===== src/design/cln_pkg.sv =====
// constants, timing figures and carrier types of the nibble lcd writer
// assumes a single 100 MHz system clock; all counts derive from it
package cln_pkg;

	// ==========================================================
	// clock and timing
	localparam int CLK_PERIOD_NS = 10;
	localparam int T_SETUP_NS = 60;
	localparam int T_PULSE_NS = 450;
	localparam int T_GAP_NS = 1000;
	localparam int T_EXEC_NS = 40000;
	localparam int T_SHORT_NS = 100000;
	localparam int T_WAKE_NS = 4100000;
	localparam int T_CLEAR_NS = 1640000;
	localparam int T_POWER_NS = 15000000;

	// least times round up to whole cycles
	function automatic int cycUp(input int ns);
		int c;
		c = (ns + CLK_PERIOD_NS - 1) / CLK_PERIOD_NS;
		return (c < 1) ? 1 : c;
	endfunction

	localparam int SETUP_CYC = cycUp(T_SETUP_NS);
	localparam int PULSE_CYC = cycUp(T_PULSE_NS);
	localparam int GAP_CYC = cycUp(T_GAP_NS);
	localparam int EXEC_CYC = cycUp(T_EXEC_NS);
	localparam int SHORT_CYC = cycUp(T_SHORT_NS);
	localparam int WAKE_CYC = cycUp(T_WAKE_NS);
	localparam int CLEAR_CYC = cycUp(T_CLEAR_NS);
	localparam int POWER_CYC = cycUp(T_POWER_NS);

	// ==========================================================
	// display instruction codes and other constants
	localparam logic [7:0] INSTR_CLEAR = 8'h01;
	localparam logic [7:0] INSTR_ENTRY = 8'h06;
	localparam logic [7:0] INSTR_DISPLAY_ON = 8'h0c;
	localparam logic [7:0] INSTR_FUNC_4BIT = 8'h20;
	localparam logic [7:0] FUNC_MULTI_LINE = 8'h08;
	localparam logic [7:0] INSTR_SET_ADDR = 8'h80;
	localparam logic [7:0] NIB_WAKE = 8'h30;
	localparam logic [7:0] NIB_4BIT = 8'h20;
	localparam logic [7:0] SPACE_CHAR = 8'h20;
	localparam logic [6:0] LINE2_BASE = 7'h40;
	localparam logic [3:0] INIT_STEPS = 4'h8;
	localparam logic [5:0] PIN_ALL_OUT = 6'h3f;
	localparam int FIFO_DEPTH_DEF = 8;

	// ==========================================================
	// types
	typedef enum logic [2:0] {
		OP_DISPLAY_SETUP,
		OP_RAW_INSTRUCTION,
		OP_RAW_CHAR,
		OP_TEXT,
		OP_DISPLAY_BLANK,
		OP_DISPLAY_RELEASE
	} cln_op_t;

	typedef enum logic [2:0] {
		CENTRE_NONE,
		CENTRE_WIDTH_8,
		CENTRE_WIDTH_16,
		CENTRE_WIDTH_20,
		CENTRE_WIDTH_40
	} cln_centre_t;

	typedef enum logic [1:0] {
		DLY_EXEC,
		DLY_SHORT,
		DLY_WAKE,
		DLY_CLEAR
	} cln_delay_t;

	typedef struct packed {
		cln_op_t     op;
		logic [2:0]  lineNo;
		logic [6:0]  pos;
		cln_centre_t centre;
		logic [7:0]  count;
	} cln_cmd_t;

	typedef struct packed {
		logic [3:0] nibbleLine;
		logic       regSelectLine;
		logic       enableLine;
	} cln_pins_t;

	typedef struct packed {
		logic       nibOnly;
		logic [7:0] value;
		cln_delay_t dly;
	} cln_init_t;

endpackage


===== src/design/cln_writer.sv =====
// write-only 4-bit parallel driver for a character lcd module
// assumes synchronous inputs on clk_sys and the lcd r/w pin grounded
`timescale 1ns/1ps
`default_nettype none
module cln_writer #(
	parameter int LINES = 2,
	parameter int LINE_LENGTH = 20,
	parameter int FIFO_DEPTH = cln_pkg::FIFO_DEPTH_DEF,
	parameter int POWER_CYC = cln_pkg::POWER_CYC,
	parameter int WAKE_CYC = cln_pkg::WAKE_CYC,
	parameter int SHORT_CYC = cln_pkg::SHORT_CYC,
	parameter int CLEAR_CYC = cln_pkg::CLEAR_CYC
)(
	input  wire logic              clk_sys,
	input  wire logic              srst,
	input  wire logic              cmdValid,
	output logic                   cmdReady,
	input  wire cln_pkg::cln_cmd_t cmd,
	input  wire logic              byteValid,
	output logic                   byteReady,
	input  wire logic [7:0]        byteData,
	output cln_pkg::cln_pins_t     pins,
	output logic [5:0]             pinOe,
	output logic                   initDone,
	output logic                   cmdRefused
);
	if (!(LINES == 1 || LINES == 2 || LINES == 4) || LINE_LENGTH < 1
		|| LINE_LENGTH > 40 || POWER_CYC < 1 || WAKE_CYC < 1
		|| SHORT_CYC < 1 || CLEAR_CYC < 1)
	begin : g_bad
		$error("unsupported line count, length or delay");
	end

	typedef enum {
		ST_IDLE, ST_POWER, ST_INIT, ST_WORK, ST_NSETUP,
		ST_NHIGH, ST_NGAP, ST_WAIT, ST_DRAIN
	} cln_state_t;

	cln_state_t        state, next_state, ret, next_ret;
	cln_pkg::cln_cmd_t cur, next_cur;
	cln_pkg::cln_pins_t next_pins;
	cln_pkg::cln_init_t step;
	logic [5:0]        next_pinOe;
	logic              next_initDone, next_cmdRefused;
	logic [31:0]       timer, next_timer, execDly, next_execDly;
	logic [7:0]        shift, next_shift, remain, next_remain;
	logic [7:0]        blankLeft, next_blankLeft, width, start;
	logic              rsBit, next_rsBit, twoNib, next_twoNib;
	logic [1:0]        phase, next_phase;
	logic [3:0]        idx, next_idx;
	logic              sendReq, sendRs, sendNibOnly, accept, fifoPop;
	logic [7:0]        sendByte;
	logic [31:0]       sendDly;
	logic              fifoValid;
	logic [7:0]        fifoData;

	// ==========================================================
	// helpers
	function automatic logic [6:0] lineBase(input logic [2:0] n);
		unique case (n)
			3'h2: return cln_pkg::LINE2_BASE;
			3'h3: return 7'(LINE_LENGTH);
			3'h4: return cln_pkg::LINE2_BASE + 7'(LINE_LENGTH);
			default: return 7'h00;
		endcase
	endfunction

	function automatic logic [7:0] centreWidth(
		input cln_pkg::cln_centre_t c);
		unique case (c)
			cln_pkg::CENTRE_WIDTH_8: return 8'h08;
			cln_pkg::CENTRE_WIDTH_16: return 8'h10;
			cln_pkg::CENTRE_WIDTH_20: return 8'h14;
			cln_pkg::CENTRE_WIDTH_40: return 8'h28;
			default: return 8'h00;
		endcase
	endfunction

	function automatic logic [31:0] delayCycles(
		input cln_pkg::cln_delay_t d);
		unique case (d)
			cln_pkg::DLY_SHORT: return 32'(SHORT_CYC);
			cln_pkg::DLY_WAKE: return 32'(WAKE_CYC);
			cln_pkg::DLY_CLEAR: return 32'(CLEAR_CYC);
			default: return 32'(cln_pkg::EXEC_CYC);
		endcase
	endfunction

	// 8-bit wake nibbles, switch to 4-bit, then the usual setup bytes
	function automatic cln_pkg::cln_init_t initStep(input logic [3:0] i);
		logic [7:0] funcSet;
		funcSet = cln_pkg::INSTR_FUNC_4BIT
			| ((LINES == 1) ? 8'h00 : cln_pkg::FUNC_MULTI_LINE);
		unique case (i)
			4'h0: return '{1'b1, cln_pkg::NIB_WAKE, cln_pkg::DLY_WAKE};
			4'h1: return '{1'b1, cln_pkg::NIB_WAKE, cln_pkg::DLY_SHORT};
			4'h2: return '{1'b1, cln_pkg::NIB_WAKE, cln_pkg::DLY_EXEC};
			4'h3: return '{1'b1, cln_pkg::NIB_4BIT, cln_pkg::DLY_EXEC};
			4'h4: return '{1'b0, funcSet, cln_pkg::DLY_EXEC};
			4'h5: return '{1'b0, cln_pkg::INSTR_DISPLAY_ON,
				cln_pkg::DLY_EXEC};
			4'h6: return '{1'b0, cln_pkg::INSTR_CLEAR, cln_pkg::DLY_CLEAR};
			default: return '{1'b0, cln_pkg::INSTR_ENTRY,
				cln_pkg::DLY_EXEC};
		endcase
	endfunction

	function automatic logic badText(input cln_pkg::cln_cmd_t c);
		return c.op == cln_pkg::OP_TEXT && (c.lineNo == 3'h0
			|| 32'(c.lineNo) > 32'(LINES)
			|| (c.centre == cln_pkg::CENTRE_NONE && c.pos == 7'h00));
	endfunction

	// ==========================================================
	// byte fifo; caller pushes raw or text bytes ahead of the command
	cln_fifo #(.W(8), .D(FIFO_DEPTH)) u_fifo (
		.clk_sys  (clk_sys),
		.srst     (srst),
		.inValid  (byteValid),
		.inReady  (byteReady),
		.inData   (byteData),
		.outValid (fifoValid),
		.outReady (fifoPop),
		.outData  (fifoData)
	);

	assign accept = cmdValid && cmdReady;
	assign step = initStep(idx);
	assign width = centreWidth(cur.centre);
	assign start = (cur.centre == cln_pkg::CENTRE_NONE)
		? {1'b0, cur.pos} - 8'h01
		: ((cur.count < width) ? ((width - cur.count) >> 1) : 8'h00);

	// ==========================================================
	// sequencer
	always_comb
	begin
		next_state = state;
		next_ret = ret;
		next_cur = cur;
		next_pins = pins;
		next_pinOe = pinOe;
		next_initDone = initDone;
		next_cmdRefused = 1'b0;
		next_timer = timer;
		next_execDly = execDly;
		next_shift = shift;
		next_remain = remain;
		next_blankLeft = blankLeft;
		next_rsBit = rsBit;
		next_twoNib = twoNib;
		next_phase = phase;
		next_idx = idx;
		sendReq = 1'b0;
		sendRs = 1'b0;
		sendNibOnly = 1'b0;
		sendByte = 8'h00;
		sendDly = 32'(cln_pkg::EXEC_CYC);
		fifoPop = 1'b0;
		unique case (state)
			ST_IDLE:
				if (accept)
				begin
					next_cur = cmd;
					if (cmd.op == cln_pkg::OP_DISPLAY_SETUP)
					begin
						next_pinOe = cln_pkg::PIN_ALL_OUT;
						next_pins = '0;
						next_initDone = 1'b0;
						next_idx = 4'h0;
						next_timer = 32'(POWER_CYC) - 32'h1;
						next_state = ST_POWER;
					end
					else if (cmd.op == cln_pkg::OP_DISPLAY_RELEASE)
					begin
						next_pinOe = 6'h00;
						next_pins = '0;
						next_initDone = 1'b0;
					end
					else if (!initDone || badText(cmd))
					begin
						// refused bytes are discarded so the stream stays aligned
						next_cmdRefused = 1'b1;
						next_remain = cmd.count;
						if (cmd.op != cln_pkg::OP_DISPLAY_BLANK)
							next_state = ST_DRAIN;
					end
					else
					begin
						next_remain = (cmd.op == cln_pkg::OP_DISPLAY_BLANK)
							? 8'h00 : cmd.count;
						next_blankLeft = centreWidth(cmd.centre);
						if (cmd.op == cln_pkg::OP_TEXT)
							next_phase = (cmd.centre == cln_pkg::CENTRE_NONE)
								? 2'h2 : 2'h0;
						else
							next_phase = (cmd.op == cln_pkg::OP_DISPLAY_BLANK)
								? 2'h0 : 2'h3;
						next_state = ST_WORK;
					end
				end
			ST_POWER:
				if (timer == 32'h0)
					next_state = ST_INIT;
				else
					next_timer = timer - 32'h1;
			ST_INIT:
				if (idx == cln_pkg::INIT_STEPS)
				begin
					next_initDone = 1'b1;
					next_state = ST_IDLE;
				end
				else
				begin
					sendReq = 1'b1;
					sendNibOnly = step.nibOnly;
					sendByte = step.value;
					sendDly = delayCycles(step.dly);
					next_idx = idx + 4'h1;
				end
			ST_WORK:
				unique case (phase)
					2'h0:
					begin
						sendReq = 1'b1;
						if (cur.op == cln_pkg::OP_DISPLAY_BLANK)
						begin
							sendByte = cln_pkg::INSTR_CLEAR;
							sendDly = 32'(CLEAR_CYC);
							next_phase = 2'h3;
						end
						else
						begin
							sendByte = cln_pkg::INSTR_SET_ADDR
								| {1'b0, lineBase(cur.lineNo)};
							next_phase = 2'h1;
						end
					end
					2'h1:
						if (blankLeft == 8'h00)
							next_phase = 2'h2;
						else
						begin
							sendReq = 1'b1;
							sendRs = 1'b1;
							sendByte = cln_pkg::SPACE_CHAR;
							next_blankLeft = blankLeft - 8'h01;
						end
					2'h2:
					begin
						sendReq = 1'b1;
						sendByte = cln_pkg::INSTR_SET_ADDR
							| {1'b0, lineBase(cur.lineNo) + start[6:0]};
						next_phase = 2'h3;
					end
					default:
						if (remain == 8'h00)
							next_state = ST_IDLE;
						else if (fifoValid)
						begin
							fifoPop = 1'b1;
							sendReq = 1'b1;
							sendRs = cur.op != cln_pkg::OP_RAW_INSTRUCTION;
							sendByte = fifoData;
							next_remain = remain - 8'h01;
						end
				endcase
			ST_NSETUP:
				if (timer == 32'h0)
				begin
					next_pins.enableLine = 1'b1;
					next_timer = 32'(cln_pkg::PULSE_CYC) - 32'h1;
					next_state = ST_NHIGH;
				end
				else
					next_timer = timer - 32'h1;
			ST_NHIGH:
				if (timer == 32'h0)
				begin
					next_pins.enableLine = 1'b0;
					next_timer = 32'(cln_pkg::GAP_CYC) - 32'h1;
					next_state = ST_NGAP;
				end
				else
					next_timer = timer - 32'h1;
			ST_NGAP:
				if (timer != 32'h0)
					next_timer = timer - 32'h1;
				else if (twoNib)
				begin
					next_twoNib = 1'b0;
					next_pins.nibbleLine = shift[3:0];
					next_timer = 32'(cln_pkg::SETUP_CYC) - 32'h1;
					next_state = ST_NSETUP;
				end
				else
				begin
					// status is never read, so every byte waits its worst case
					next_timer = execDly - 32'h1;
					next_state = ST_WAIT;
				end
			ST_WAIT:
				if (timer == 32'h0)
					next_state = ret;
				else
					next_timer = timer - 32'h1;
			ST_DRAIN:
				if (remain == 8'h00)
					next_state = ST_IDLE;
				else if (fifoValid)
				begin
					fifoPop = 1'b1;
					next_remain = remain - 8'h01;
				end
		endcase
		if (sendReq)
		begin
			next_shift = sendByte;
			next_rsBit = sendRs;
			next_twoNib = !sendNibOnly;
			next_execDly = sendDly;
			next_ret = state;
			next_pins = '{sendByte[7:4], sendRs, 1'b0};
			next_timer = 32'(cln_pkg::SETUP_CYC) - 32'h1;
			next_state = ST_NSETUP;
		end
	end

	always_ff @(posedge clk_sys)
	begin
		if (srst)
		begin
			state <= ST_IDLE;
			ret <= ST_IDLE;
			cur <= '0;
			pins <= '0;
			pinOe <= 6'h00;
			initDone <= 1'b0;
			cmdRefused <= 1'b0;
			cmdReady <= 1'b1;
			timer <= 32'h0;
			execDly <= 32'h0;
			shift <= 8'h00;
			remain <= 8'h00;
			blankLeft <= 8'h00;
			rsBit <= 1'b0;
			twoNib <= 1'b0;
			phase <= 2'h0;
			idx <= 4'h0;
		end
		else
		begin
			state <= next_state;
			ret <= next_ret;
			cur <= next_cur;
			pins <= next_pins;
			pinOe <= next_pinOe;
			initDone <= next_initDone;
			cmdRefused <= next_cmdRefused;
			cmdReady <= next_state == ST_IDLE;
			timer <= next_timer;
			execDly <= next_execDly;
			shift <= next_shift;
			remain <= next_remain;
			blankLeft <= next_blankLeft;
			rsBit <= next_rsBit;
			twoNib <= next_twoNib;
			phase <= next_phase;
			idx <= next_idx;
		end
	end
endmodule
`default_nettype wire


===== src/design/cln_fifo.sv =====
// byte fifo between the caller and the nibble sequencer
// assumes one clock; inReady and outValid are registered
`timescale 1ns/1ps
`default_nettype none
module cln_fifo #(
	parameter int W = 8,
	parameter int D = 8
)(
	input  wire logic         clk_sys,
	input  wire logic         srst,
	input  wire logic         inValid,
	output logic              inReady,
	input  wire logic [W-1:0] inData,
	output logic              outValid,
	input  wire logic         outReady,
	output logic [W-1:0]      outData
);
	localparam int AW = (D > 1) ? $clog2(D) : 1;

	if (D < 2 || (1 << AW) != D || W < 1)
	begin : g_bad
		$error("fifo depth must be a power of two of at least 2");
	end

	logic [W-1:0]  mem [D];
	logic [AW-1:0] wrPtr;
	logic [AW-1:0] rdPtr;
	logic [AW:0]   count;
	logic [AW-1:0] next_wrPtr;
	logic [AW-1:0] next_rdPtr;
	logic [AW:0]   next_count;
	logic          push;
	logic          pop;

	assign push = inValid && inReady;
	assign pop = outValid && outReady;
	assign outData = mem[rdPtr];

	// ==========================================================
	// pointers and level
	always_comb
	begin
		next_wrPtr = wrPtr + AW'(push);
		next_rdPtr = rdPtr + AW'(pop);
		next_count = count + (AW+1)'(push) - (AW+1)'(pop);
	end

	always_ff @(posedge clk_sys)
	begin
		if (srst)
		begin
			wrPtr <= '0;
			rdPtr <= '0;
			count <= '0;
			inReady <= 1'b1;
			outValid <= 1'b0;
		end
		else
		begin
			wrPtr <= next_wrPtr;
			rdPtr <= next_rdPtr;
			count <= next_count;
			inReady <= next_count != (AW+1)'(D);
			outValid <= next_count != '0;
		end
	end

	always_ff @(posedge clk_sys)
	begin
		if (push)
			mem[wrPtr] <= inData;
	end
endmodule
`default_nettype wire


===== config.mk =====
export PLATFORM = sky130hd
export DESIGN_NAME = cln_writer
export DESIGN_NICKNAME = d
export VERILOG_FILES = /design/src/design/cln_pkg.sv /design/src/design/cln_writer.sv /design/src/design/cln_fifo.sv
export SDC_FILE = /design/constraint.sdc
export NUM_CORES = 1
export LEC_CHECK = 0
export BUFFER_PORTS_ARGS = -buffer_cell sky130_fd_sc_hd__buf_2
export CORE_MARGIN = 4
export CORE_UTILIZATION = 50
export CTS_CLUSTER_DIAMETER = 30
export DETAILED_ROUTE_END_ITERATION = 8
export PLACE_DENSITY = 0.77
export SETUP_SLACK_MARGIN = 0.05
export SLEW_MARGIN = 20
export SYNTH_ARGS = -nofsm -noshare
export SYNTH_HDL_FRONTEND = slang
export SYNTH_SLANG_ARGS = --single-unit

===== constraint.sdc =====
create_clock -name clk_sys -period 6.9 [get_ports clk_sys]
set_input_delay 0 -clock clk_sys [delete_from_list [all_inputs] [get_ports clk_sys]]
set_output_delay 0 -clock clk_sys [all_outputs]
set_load 0.1 [all_outputs]

==> metrics, run 1 <==
status completed; GR Overflow Total 0; FP Rows 57; DR vias 10899; H-tree depth 2; vias in the first global route 10580; post-route clock skew 0.0566 ns; Async S/R FF share, synth 0; kind of critical path register to register; crit end category register; Period minus WS final 4.24 ns; Placed Instances 1677; worst hold slack 0.207 ns; crit path max fanout 16; GRT Total Usage 0.244; drt wl/cell 18.3 um; final worst slack 2.66 ns; Yosys reg bits 243; core footprint 0.0244 mm2; Slowest-stage cell, CP or3_1; Post-DRT Antenna Nets 0; area growth from synthesis to layout 20.5%; Clock Sinks 243; CP Cell Sequence nor4_1 -> nand4_1 -> or3_1 -> or2_1 -> nand2_1 -> ha_1 -> inv_1 -> ha_1 -> inv_1 -> fa_1 -> xor2_1 -> and3b_1 -> a21oi_1; post-CTS setup buffers 0; clock buffer depth 3; largest net degree at the start of global routing 61; Mean Syn Cell Area 9.06 um2; share of cells above drive strength 1 0.144; Worst-Margin Slew 1.12 ns; Port Buffers 51; # diodes 0; worst slack, placed 2.72 ns; CP Launch Type register; Final setup viols 0; CTS tree built; number of max-cap violations 0; Max-slew headroom 0.255; Vias/cell 6.04; critical path arrival 4.67 ns; DP HPWL 21400 um; drt total wl 33100 um; Fmax 236 MHz; Gate Count Post-Synth 1370; gpl congestion 0.968; Buf+Inv Stages, Crit Path 2; Yosys warnings 0; clk root buf clkbuf_16; clock transition at the registers of the reported paths 0.05 ns; Iter 0 DRT Violations 1093; Die Area 0.0274 mm2; synthesized netlist net count 1446; Unique masters post-synth 85; CP required 7.33 ns; final core area utilization 0.613; Tcrit/Tclk final 0.614; final count of hold timing violations 0; delay-heaviest family, CP simple AND/OR/NAND/NOR gates; RSZ-0062 raised after global routing false; Primary FF master, synth dfxtp_1; Max Transition Viols Final 0; Starting Density 0.509; Final nets 1516; Post-synth EDFFs 64; initial antenna violation count 0; Worst Hold Class input port to register; DRC 0; sequential area share after synthesis 0.444; Synth Cell Area 0.0124 mm2; height of the chip 166 um; pwr dens 440 mW/mm2; global-route wire length before repair 54500 um; P_leak 5.66 nW; Total Neg Setup Slack 0 ns; Finished Layout Cells 1804; Die Wd 166 um; worst skew pair latency 0.57 ns; TritonCTS Buffers 48; IO Count 52; Max stage delay on crit path 0.79 ns; Max VDD drop 0.000314 V; drt first pass iters 5
-- flip-flops by register name, indices dropped and copies added (netlist names) --
| name | count |
|---|---|
| u_fifo.outValid | 1 |
| cmdRefused | 1 |
| cur | 24 |
| timer | 32 |
| cmdReady | 1 |
| phase | 2 |
| u_fifo.inReady | 1 |
| ret | 32 |
| blankLeft | 8 |
| execDly | 10 |
| u_fifo.wrPtr | 3 |
| initDone | 1 |
| u_fifo.count | 4 |
| remain | 8 |
| twoNib | 1 |
| u_fifo.rdPtr | 3 |
| state | 32 |
| shift | 4 |
| idx | 4 |
| pins | 6 |
| pinOe | 1 |
| u_fifo.mem | 64 |
-- per-layer routing --
metal	up-vias	global-route usage	routed length, um
li1	5194	-	-
met1	5203	0.322	14000
met2	413	0.401	15800
met3	89	0.0417	2070
met4	0	0.0964	1160
met5	-	0	0
-- worst register-to-register path, delay by kind of cell (launching register included) --
| kind | cells | cell delay [ns] |
|---|---|---|
| buf+inv | 2 | 0.13 |
| flops | 1 | 0.31 |
| compound gates | 1 | 0.07 |
| xor+xnor | 1 | 0.20 |
| fa+ha+maj | 3 | 0.80 |
| simple gates | 6 | 2.64 |
-- per-stage QoR --
stage / cell area, um2 / total power, mW
2_1_floorplan: 12400 / 3.59
3_3_place_gp: 12800 / 4.08
3_5_place_dp: 12900 / 4.14
4_1_cts: 14900 / 6.56
5_1_grt: 14900 / 6.96
6_report: 14900 / 6.58
-- final cells by class --
type	count	area, um2
Clock buffer	63	1330
Clock inverter	27	382
Fill cell	1969	9440
Inverter	50	188
Multi-Input combinational cell	995	6410
Sequential cell	243	5510
Tap cell	324	405
Timing Repair Buffer	102	733
-- where the power goes --
group          internal, mW  leakage [nW]  total (mW)  switching (mW)
Sequential             1.62          2.03        1.80           0.179
Clock                  1.57         0.817        2.38           0.810
Combinational         0.845          2.81        2.40            1.55
Total                  4.04          5.66        6.58            2.54
-- worst paths after layout --
check / end / slack [ns] / startpoint / cells after the start
min: cur[15]$_SDFFE_PP0P_ / 0.21 / cmdValid / 6
max: u_fifo.outValid$_SDFF_PP0_ / 2.66 / state[26]$_SDFF_PP0_ / 13
min reg2reg: cur[3]$_SDFFE_PP0P_ / 0.45 / cur[3]$_SDFFE_PP0P_ / 2
max reg2reg: u_fifo.outValid$_SDFF_PP0_ / 2.66 / state[26]$_SDFF_PP0_ / 13
-- cells by family after synthesis --
family                   count (synthesis)  synth area share
AO/OA/AOI/OAI                          339             0.174
multiplexers                            28            0.0390
flip-flops                             243             0.444
XOR/XNOR                                42            0.0296
buffers and inverters                  132            0.0437
AND/OR/NAND/NOR                        546             0.229
adder cells (fa/ha/maj)                 40            0.0409
-- cells in the final DEF, fill, tap and decap left out, drive strengths merged, types with 11 or more instances in the layout --
cell         Yosys  layout
xor2            15      15
dfxtp          179     179
o22ai           11      11
edfxtp          64      64
a21oi          117     117
buf             22      65
nand3           26      26
nand2          129     129
nor3            56      56
dlygate4sd3      0      37
mux4            16      16
nor2b           13      13
clkbuf          60      63
nor4            42      42
nand4           15      15
inv             49      57
ha              39      39
o21ai           76      76
and2            11      11
nor2           143     143
a211oi          24      24
a22oi           34      34
nand2b          16      16
and3            36      36
xnor2           27      27
-- synthesized netlist by cell type, types with 5 or more instances --
| cell type | n | area share |
|---|---|---|
| nor2b_1 | 13 | 0.0066 |
| dfxtp_1 | 179 | 0.29 |
| nor2_1 | 141 | 0.043 |
| and2_1 | 9 | 0.0045 |
| xnor2_1 | 27 | 0.019 |
| o32ai_1 | 5 | 0.0035 |
| or2_2 | 7 | 0.0035 |
| nand2_1 | 129 | 0.039 |
| o21ai_0 | 55 | 0.022 |
| and3_1 | 36 | 0.018 |
| a22oi_1 | 34 | 0.021 |
| a21oi_1 | 117 | 0.047 |
| a211oi_1 | 18 | 0.011 |
| o22ai_1 | 11 | 0.0055 |
| o211ai_1 | 8 | 0.0048 |
| nor4_1 | 35 | 0.018 |
| clkbuf_1 | 59 | 0.018 |
| mux4_2 | 16 | 0.029 |
| nand3_1 | 26 | 0.010 |
| o31ai_1 | 8 | 0.0048 |
| ha_1 | 39 | 0.039 |
| buf_4 | 6 | 0.0036 |
| mux2i_1 | 9 | 0.0073 |
| a211oi_2 | 6 | 0.0061 |
| o21ai_2 | 5 | 0.0035 |
| nor3_1 | 52 | 0.021 |
| or4_1 | 8 | 0.0048 |
| nand4_1 | 13 | 0.0066 |
| buf_2 | 12 | 0.0048 |
| or3_1 | 10 | 0.0050 |
| a21o_1 | 5 | 0.0030 |
| nor3b_1 | 10 | 0.0061 |
| xor2_1 | 15 | 0.011 |
| edfxtp_1 | 64 | 0.15 |
| nand2b_1 | 15 | 0.0076 |
| a311oi_1 | 5 | 0.0035 |
| a31oi_1 | 8 | 0.0040 |
| o21ai_1 | 16 | 0.0065 |
| inv_1 | 49 | 0.015 |
-- repair_timing --
| item | 4_1_cts | 5_1_grt |
|---|---|---|
| hold buffers | 37 | 0 |
| hold endpoints to repair | 134 | 0 |
| gates resized for setup | 0 | 0 |
(Power assumes the default switching activity.)
==> run 2: changes to the inputs <==
--- a/config.mk
+++ b/config.mk
@@ -5,6 +5,7 @@
 export SDC_FILE = /design/constraint.sdc
 export NUM_CORES = 1
 export LEC_CHECK = 0
+export ABC_AREA = 1
 export BUFFER_PORTS_ARGS = -buffer_cell sky130_fd_sc_hd__buf_2
 export CORE_MARGIN = 4
 export CORE_UTILIZATION = 50
==> constraint.sdc (replaced) <==
create_clock -name clk_sys -period 4.3 [get_ports clk_sys]
set_input_delay 0 -clock clk_sys [delete_from_list [all_inputs] [get_ports clk_sys]]
set_output_delay 0 -clock clk_sys [all_outputs]
set_load 0.1 [all_outputs]
==> run 2 against run 1 <==
Net effect:
- cell count is 29% higher
- sequential power up 72%
- flip-flop and latch count is the same
- critical path depth up 3
- synthesized cell count is 36% higher
- area after synthesis rose by 8.6%
- fmax grew 24%
- first-iteration DRC count is 6.8% higher
- critical path type unchanged
- highest routed layer unchanged
==> metrics, run 2 <==
# diodes 0 (unchanged); Unique masters post-synth 60 (was 85); Post-synth EDFFs 64 (unchanged); DR vias 13006 (was 10899); commonest non-fill, non-tap cell in the layout nand2_1 (was dfxtp_1); status completed (unchanged); Tcrit/Tclk final 0.797 (was 0.614); drt total wl 37600 um (was 33100 um); Mean Syn Cell Area 7.22 um2 (was 9.06 um2); post-synth top area cell dfxtp_1 (unchanged); Register Area 0.00551 mm2 (about the same); number of flip-flops in the largest register 64 (unchanged); Layout fillers 2221 (was 1969); Primary FF master, synth dfxtp_1 (unchanged); Vias/cell 5.59 (was 6.04); final count of hold timing violations 0 (unchanged); critical path arrival 3.92 ns (was 4.67 ns); worst-case reg-to-reg path depth 16 (was 13); Starting Density 0.513 (was 0.509); DP HPWL 25400 um (was 21400 um); crit end category register (unchanged); FP Rows 59 (was 57); Period minus WS final 3.43 ns (was 4.24 ns); Worst-Margin Slew 1.08 ns (was 1.12 ns); number of max-cap violations 0 (unchanged); clk root buf clkbuf_16 (unchanged); synth top area cells dfxtp_1 27%, edfxtp_1 14%, nand2_1 11%, nor2_1 8.6%, o21ai_0 5.9% (was dfxtp_1 29%, edfxtp_1 15%, a21oi_1 4.7%, nor2_1 4.3%, ha_1 3.9%); share of cells above drive strength 1 0.115 (was 0.144); CTS tree built (unchanged); Multi-input gate area 0.00687 mm2 (was 0.00641 mm2); GR Overflow Total 0 (unchanged); hold path startpoint byteValid (was cmdValid); area growth from synthesis to layout 20.4% (was 20.5%); Port Buffers 51 (unchanged); Fmax 292 MHz (was 236 MHz); Async S/R FF share, synth 0 (unchanged); Worst Hold Class input port to register (unchanged); post-route clock skew 0.0183 ns (was 0.0566 ns); core footprint 0.0263 mm2 (was 0.0244 mm2); CP Launch Type register (unchanged); final instance area 0.0162 mm2 (was 0.0149 mm2); CP required 4.79 ns (was 7.33 ns); clock buffer depth 3 (unchanged); most frequent cell after synthesis nand2_1 (was dfxtp_1); capturing point of the worst reg2reg path timer[2]$_SDFFE_PP0P_ (was u_fifo.outValid$_SDFF_PP0_); worst skew pair latency 0.57 ns (about the same); Yosys reg bits 243 (unchanged); GRT Total Usage 0.252 (was 0.244); Final nets 2026 (was 1516); Synth Cell Area 0.0135 mm2 (was 0.0124 mm2); vias in the first global route 12583 (was 10580); Yosys warnings 0 (unchanged); Most flops, register u_fifo.mem (unchanged); Gate Count Post-Synth 1867 (was 1370); top-area cell type share of the netlist area 0.266 (was 0.289); Design Power 15.9 mW (was 6.58 mW); Iter 0 DRT Violations 1167 (was 1093); Worst R2R Start state[10]$_SDFF_PP0_ (was state[26]$_SDFF_PP0_); gpl congestion 0.995 (was 0.968); Hold Path Stages 6 (unchanged); Final setup viols 0 (unchanged); Post-DRT Antenna Nets 0 (unchanged); kind of critical path register to register (unchanged); Finished Layout Cells 2328 (was 1804); Placed Instances 2197 (was 1677); most frequent cells in the layout 405 x nand2_1, 308 x nor2_1, 181 x inv_1, 179 x dfxtp_1, 159 x o21ai_0 (was 178 x dfxtp_1, 140 x nor2_1, 129 x nand2_1, 117 x a21oi_1, 64 x edfxtp_1); final core area utilization 0.617 (was 0.613); placed inst area 0.0139 mm2 (was 0.0129 mm2); hold endpoint u_fifo.wrPtr[0]$_SDFF_PP0_ (was cur[15]$_SDFFE_PP0P_); PostCTS Resize Cnt 0 (unchanged); post-CTS setup buffers 0 (unchanged); largest net degree at the start of global routing 64 (was 61); P_leak 7.07 nW (was 5.66 nW); Die Area 0.0296 mm2 (was 0.0274 mm2); clock transition at the registers of the reported paths 0.05 ns (about the same); Clock Sinks 243 (unchanged); crit path max fanout 41 (was 16); Total Neg Setup Slack 0 ns (unchanged); synthesized netlist net count 1943 (was 1446); initial antenna violation count 0 (unchanged); Synth top cells by count 405 x nand2_1, 308 x nor2_1, 181 x inv_1 (was 179 x dfxtp_1, 141 x nor2_1, 129 x nand2_1); sequential area share after synthesis 0.409 (was 0.444); flop2flop setup slack 0.87 ns (was 2.66 ns); Die Wd 172 um (was 166 um); TritonCTS Buffers 52 (was 48); global-route wire length before repair 61300 um (was 54500 um); drt first pass iters 8 (was 5); RSZ-0062 raised after global routing false (unchanged); drt wl/cell 16.2 um (was 18.3 um); IO Count 52 (unchanged); Max VDD drop 0.000599 V (was 0.000314 V); Max-slew headroom 0.275 (was 0.255); H-tree depth 2 (unchanged); pwr dens 982 mW/mm2 (was 440 mW/mm2); height of the chip 172 um (was 166 um); DRC 0 (unchanged); Max Transition Viols Final 0 (unchanged)
[run 2: cell types whose count changed in the layout (fill, tap and decap cells not counted), moves of 31 or more]
cell | before | now
nor2_1 | 140 | 308
a22oi_1 | 34 | 3
nand2_1 | 129 | 405
nand3_1 | 26 | 75
inv_1 | 49 | 181
nor4_1 | 34 | 3
o21ai_0 | 55 | 159
and3_1 | 36 | 1
[run 2: where the power goes]
| group | internal, mW | total (mW) | leakage, nW | switching (mW) |
|---|---|---|---|---|
| sequential | 2.79 | 3.10 | 2.03 | 0.310 |
| combinational | 2.49 | 8.31 | 4.08 | 5.83 |
| clock | 3.18 | 4.51 | 0.955 | 1.33 |
[run 2: repair_timing]
| action | CTS | global route |
|---|---|---|
| endpoints found under the hold margin | 103 | 0 |
| endpoints found under the setup margin | 0 | 0 |
| hold buffers | 34 | 0 |
[run 2: worst max-delay path by stage]
stage,start,to,cells past startpoint
2_1_floorplan,state[14]$_SDFF_PP0_,u_fifo.outValid$_SDFF_PP0_,18
3_3_place_gp,state[14]$_SDFF_PP0_,u_fifo.outValid$_SDFF_PP0_,17
3_5_place_dp,state[14]$_SDFF_PP0_,u_fifo.outValid$_SDFF_PP0_,17
4_1_cts,state[14]$_SDFF_PP0_,u_fifo.outValid$_SDFF_PP0_,17
5_1_grt,state[10]$_SDFF_PP0_,u_fifo.outValid$_SDFF_PP0_,17
6_report,state[10]$_SDFF_PP0_,timer[2]$_SDFFE_PP0P_,16
[run 2: worst max-delay path, cell delays in order, from the launching register on]
cell and delay, ns:
dfxtp_1 0.31, nor2_1 0.14, nand2_1 0.11, nor2_4 0.25
nand3_2 0.30, nor2_2 0.47, nand2_2 0.15, inv_2 0.15
nand2_1 0.08, nand3_2 0.07, buf_4 0.44, inv_2 0.20
nand3_1 0.15, nor2_1 0.08, nor2_1 0.20, o21ai_0 0.13
a21oi_1 0.13
[run 2: layout make-up]
| type | count | share of cell area |
|---|---|---|
| Clock buffer | 63 | 0.0871 |
| Clock inverter | 34 | 0.0365 |
| Inverter | 200 | 0.0463 |
| Multi-Input combinational cell | 1358 | 0.424 |
| Sequential cell | 243 | 0.339 |
| Tap cell | 335 | 0.0258 |
| Timing Repair Buffer | 95 | 0.0413 |
[run 2: logic make-up (layout without fill, tap and decap cells)]
family / after synthesis / count (layout) / synth area share
flip-flops: 243 / 243 / 0.409
buffers and inverters: 266 / 392 / 0.0814
XOR/XNOR: 53 / 53 / 0.0344
AO/OA/AOI/OAI: 365 / 365 / 0.153
AND/OR/NAND/NOR: 900 / 900 / 0.284
adder cells (fa/ha/maj): 40 / 40 / 0.0377
[run 2: stage by stage]
step,setup WS [ns],hold slack [ns]
floorplan,1.44,0.0989
global placement,1.08,0.246
detailed placement,0.963,0.252
CTS,0.906,0.00394
global route,0.567,0.0987
finish,0.871,0.0114
[run 2: metal layers]
metal	routed length, um	up-vias	GRT usage
li1	-	6334	-
met1	15800	6049	0.325
met2	17800	525	0.429
met3	2960	98	0.0414
met4	1090	0	0.0902
met5	0	-	0
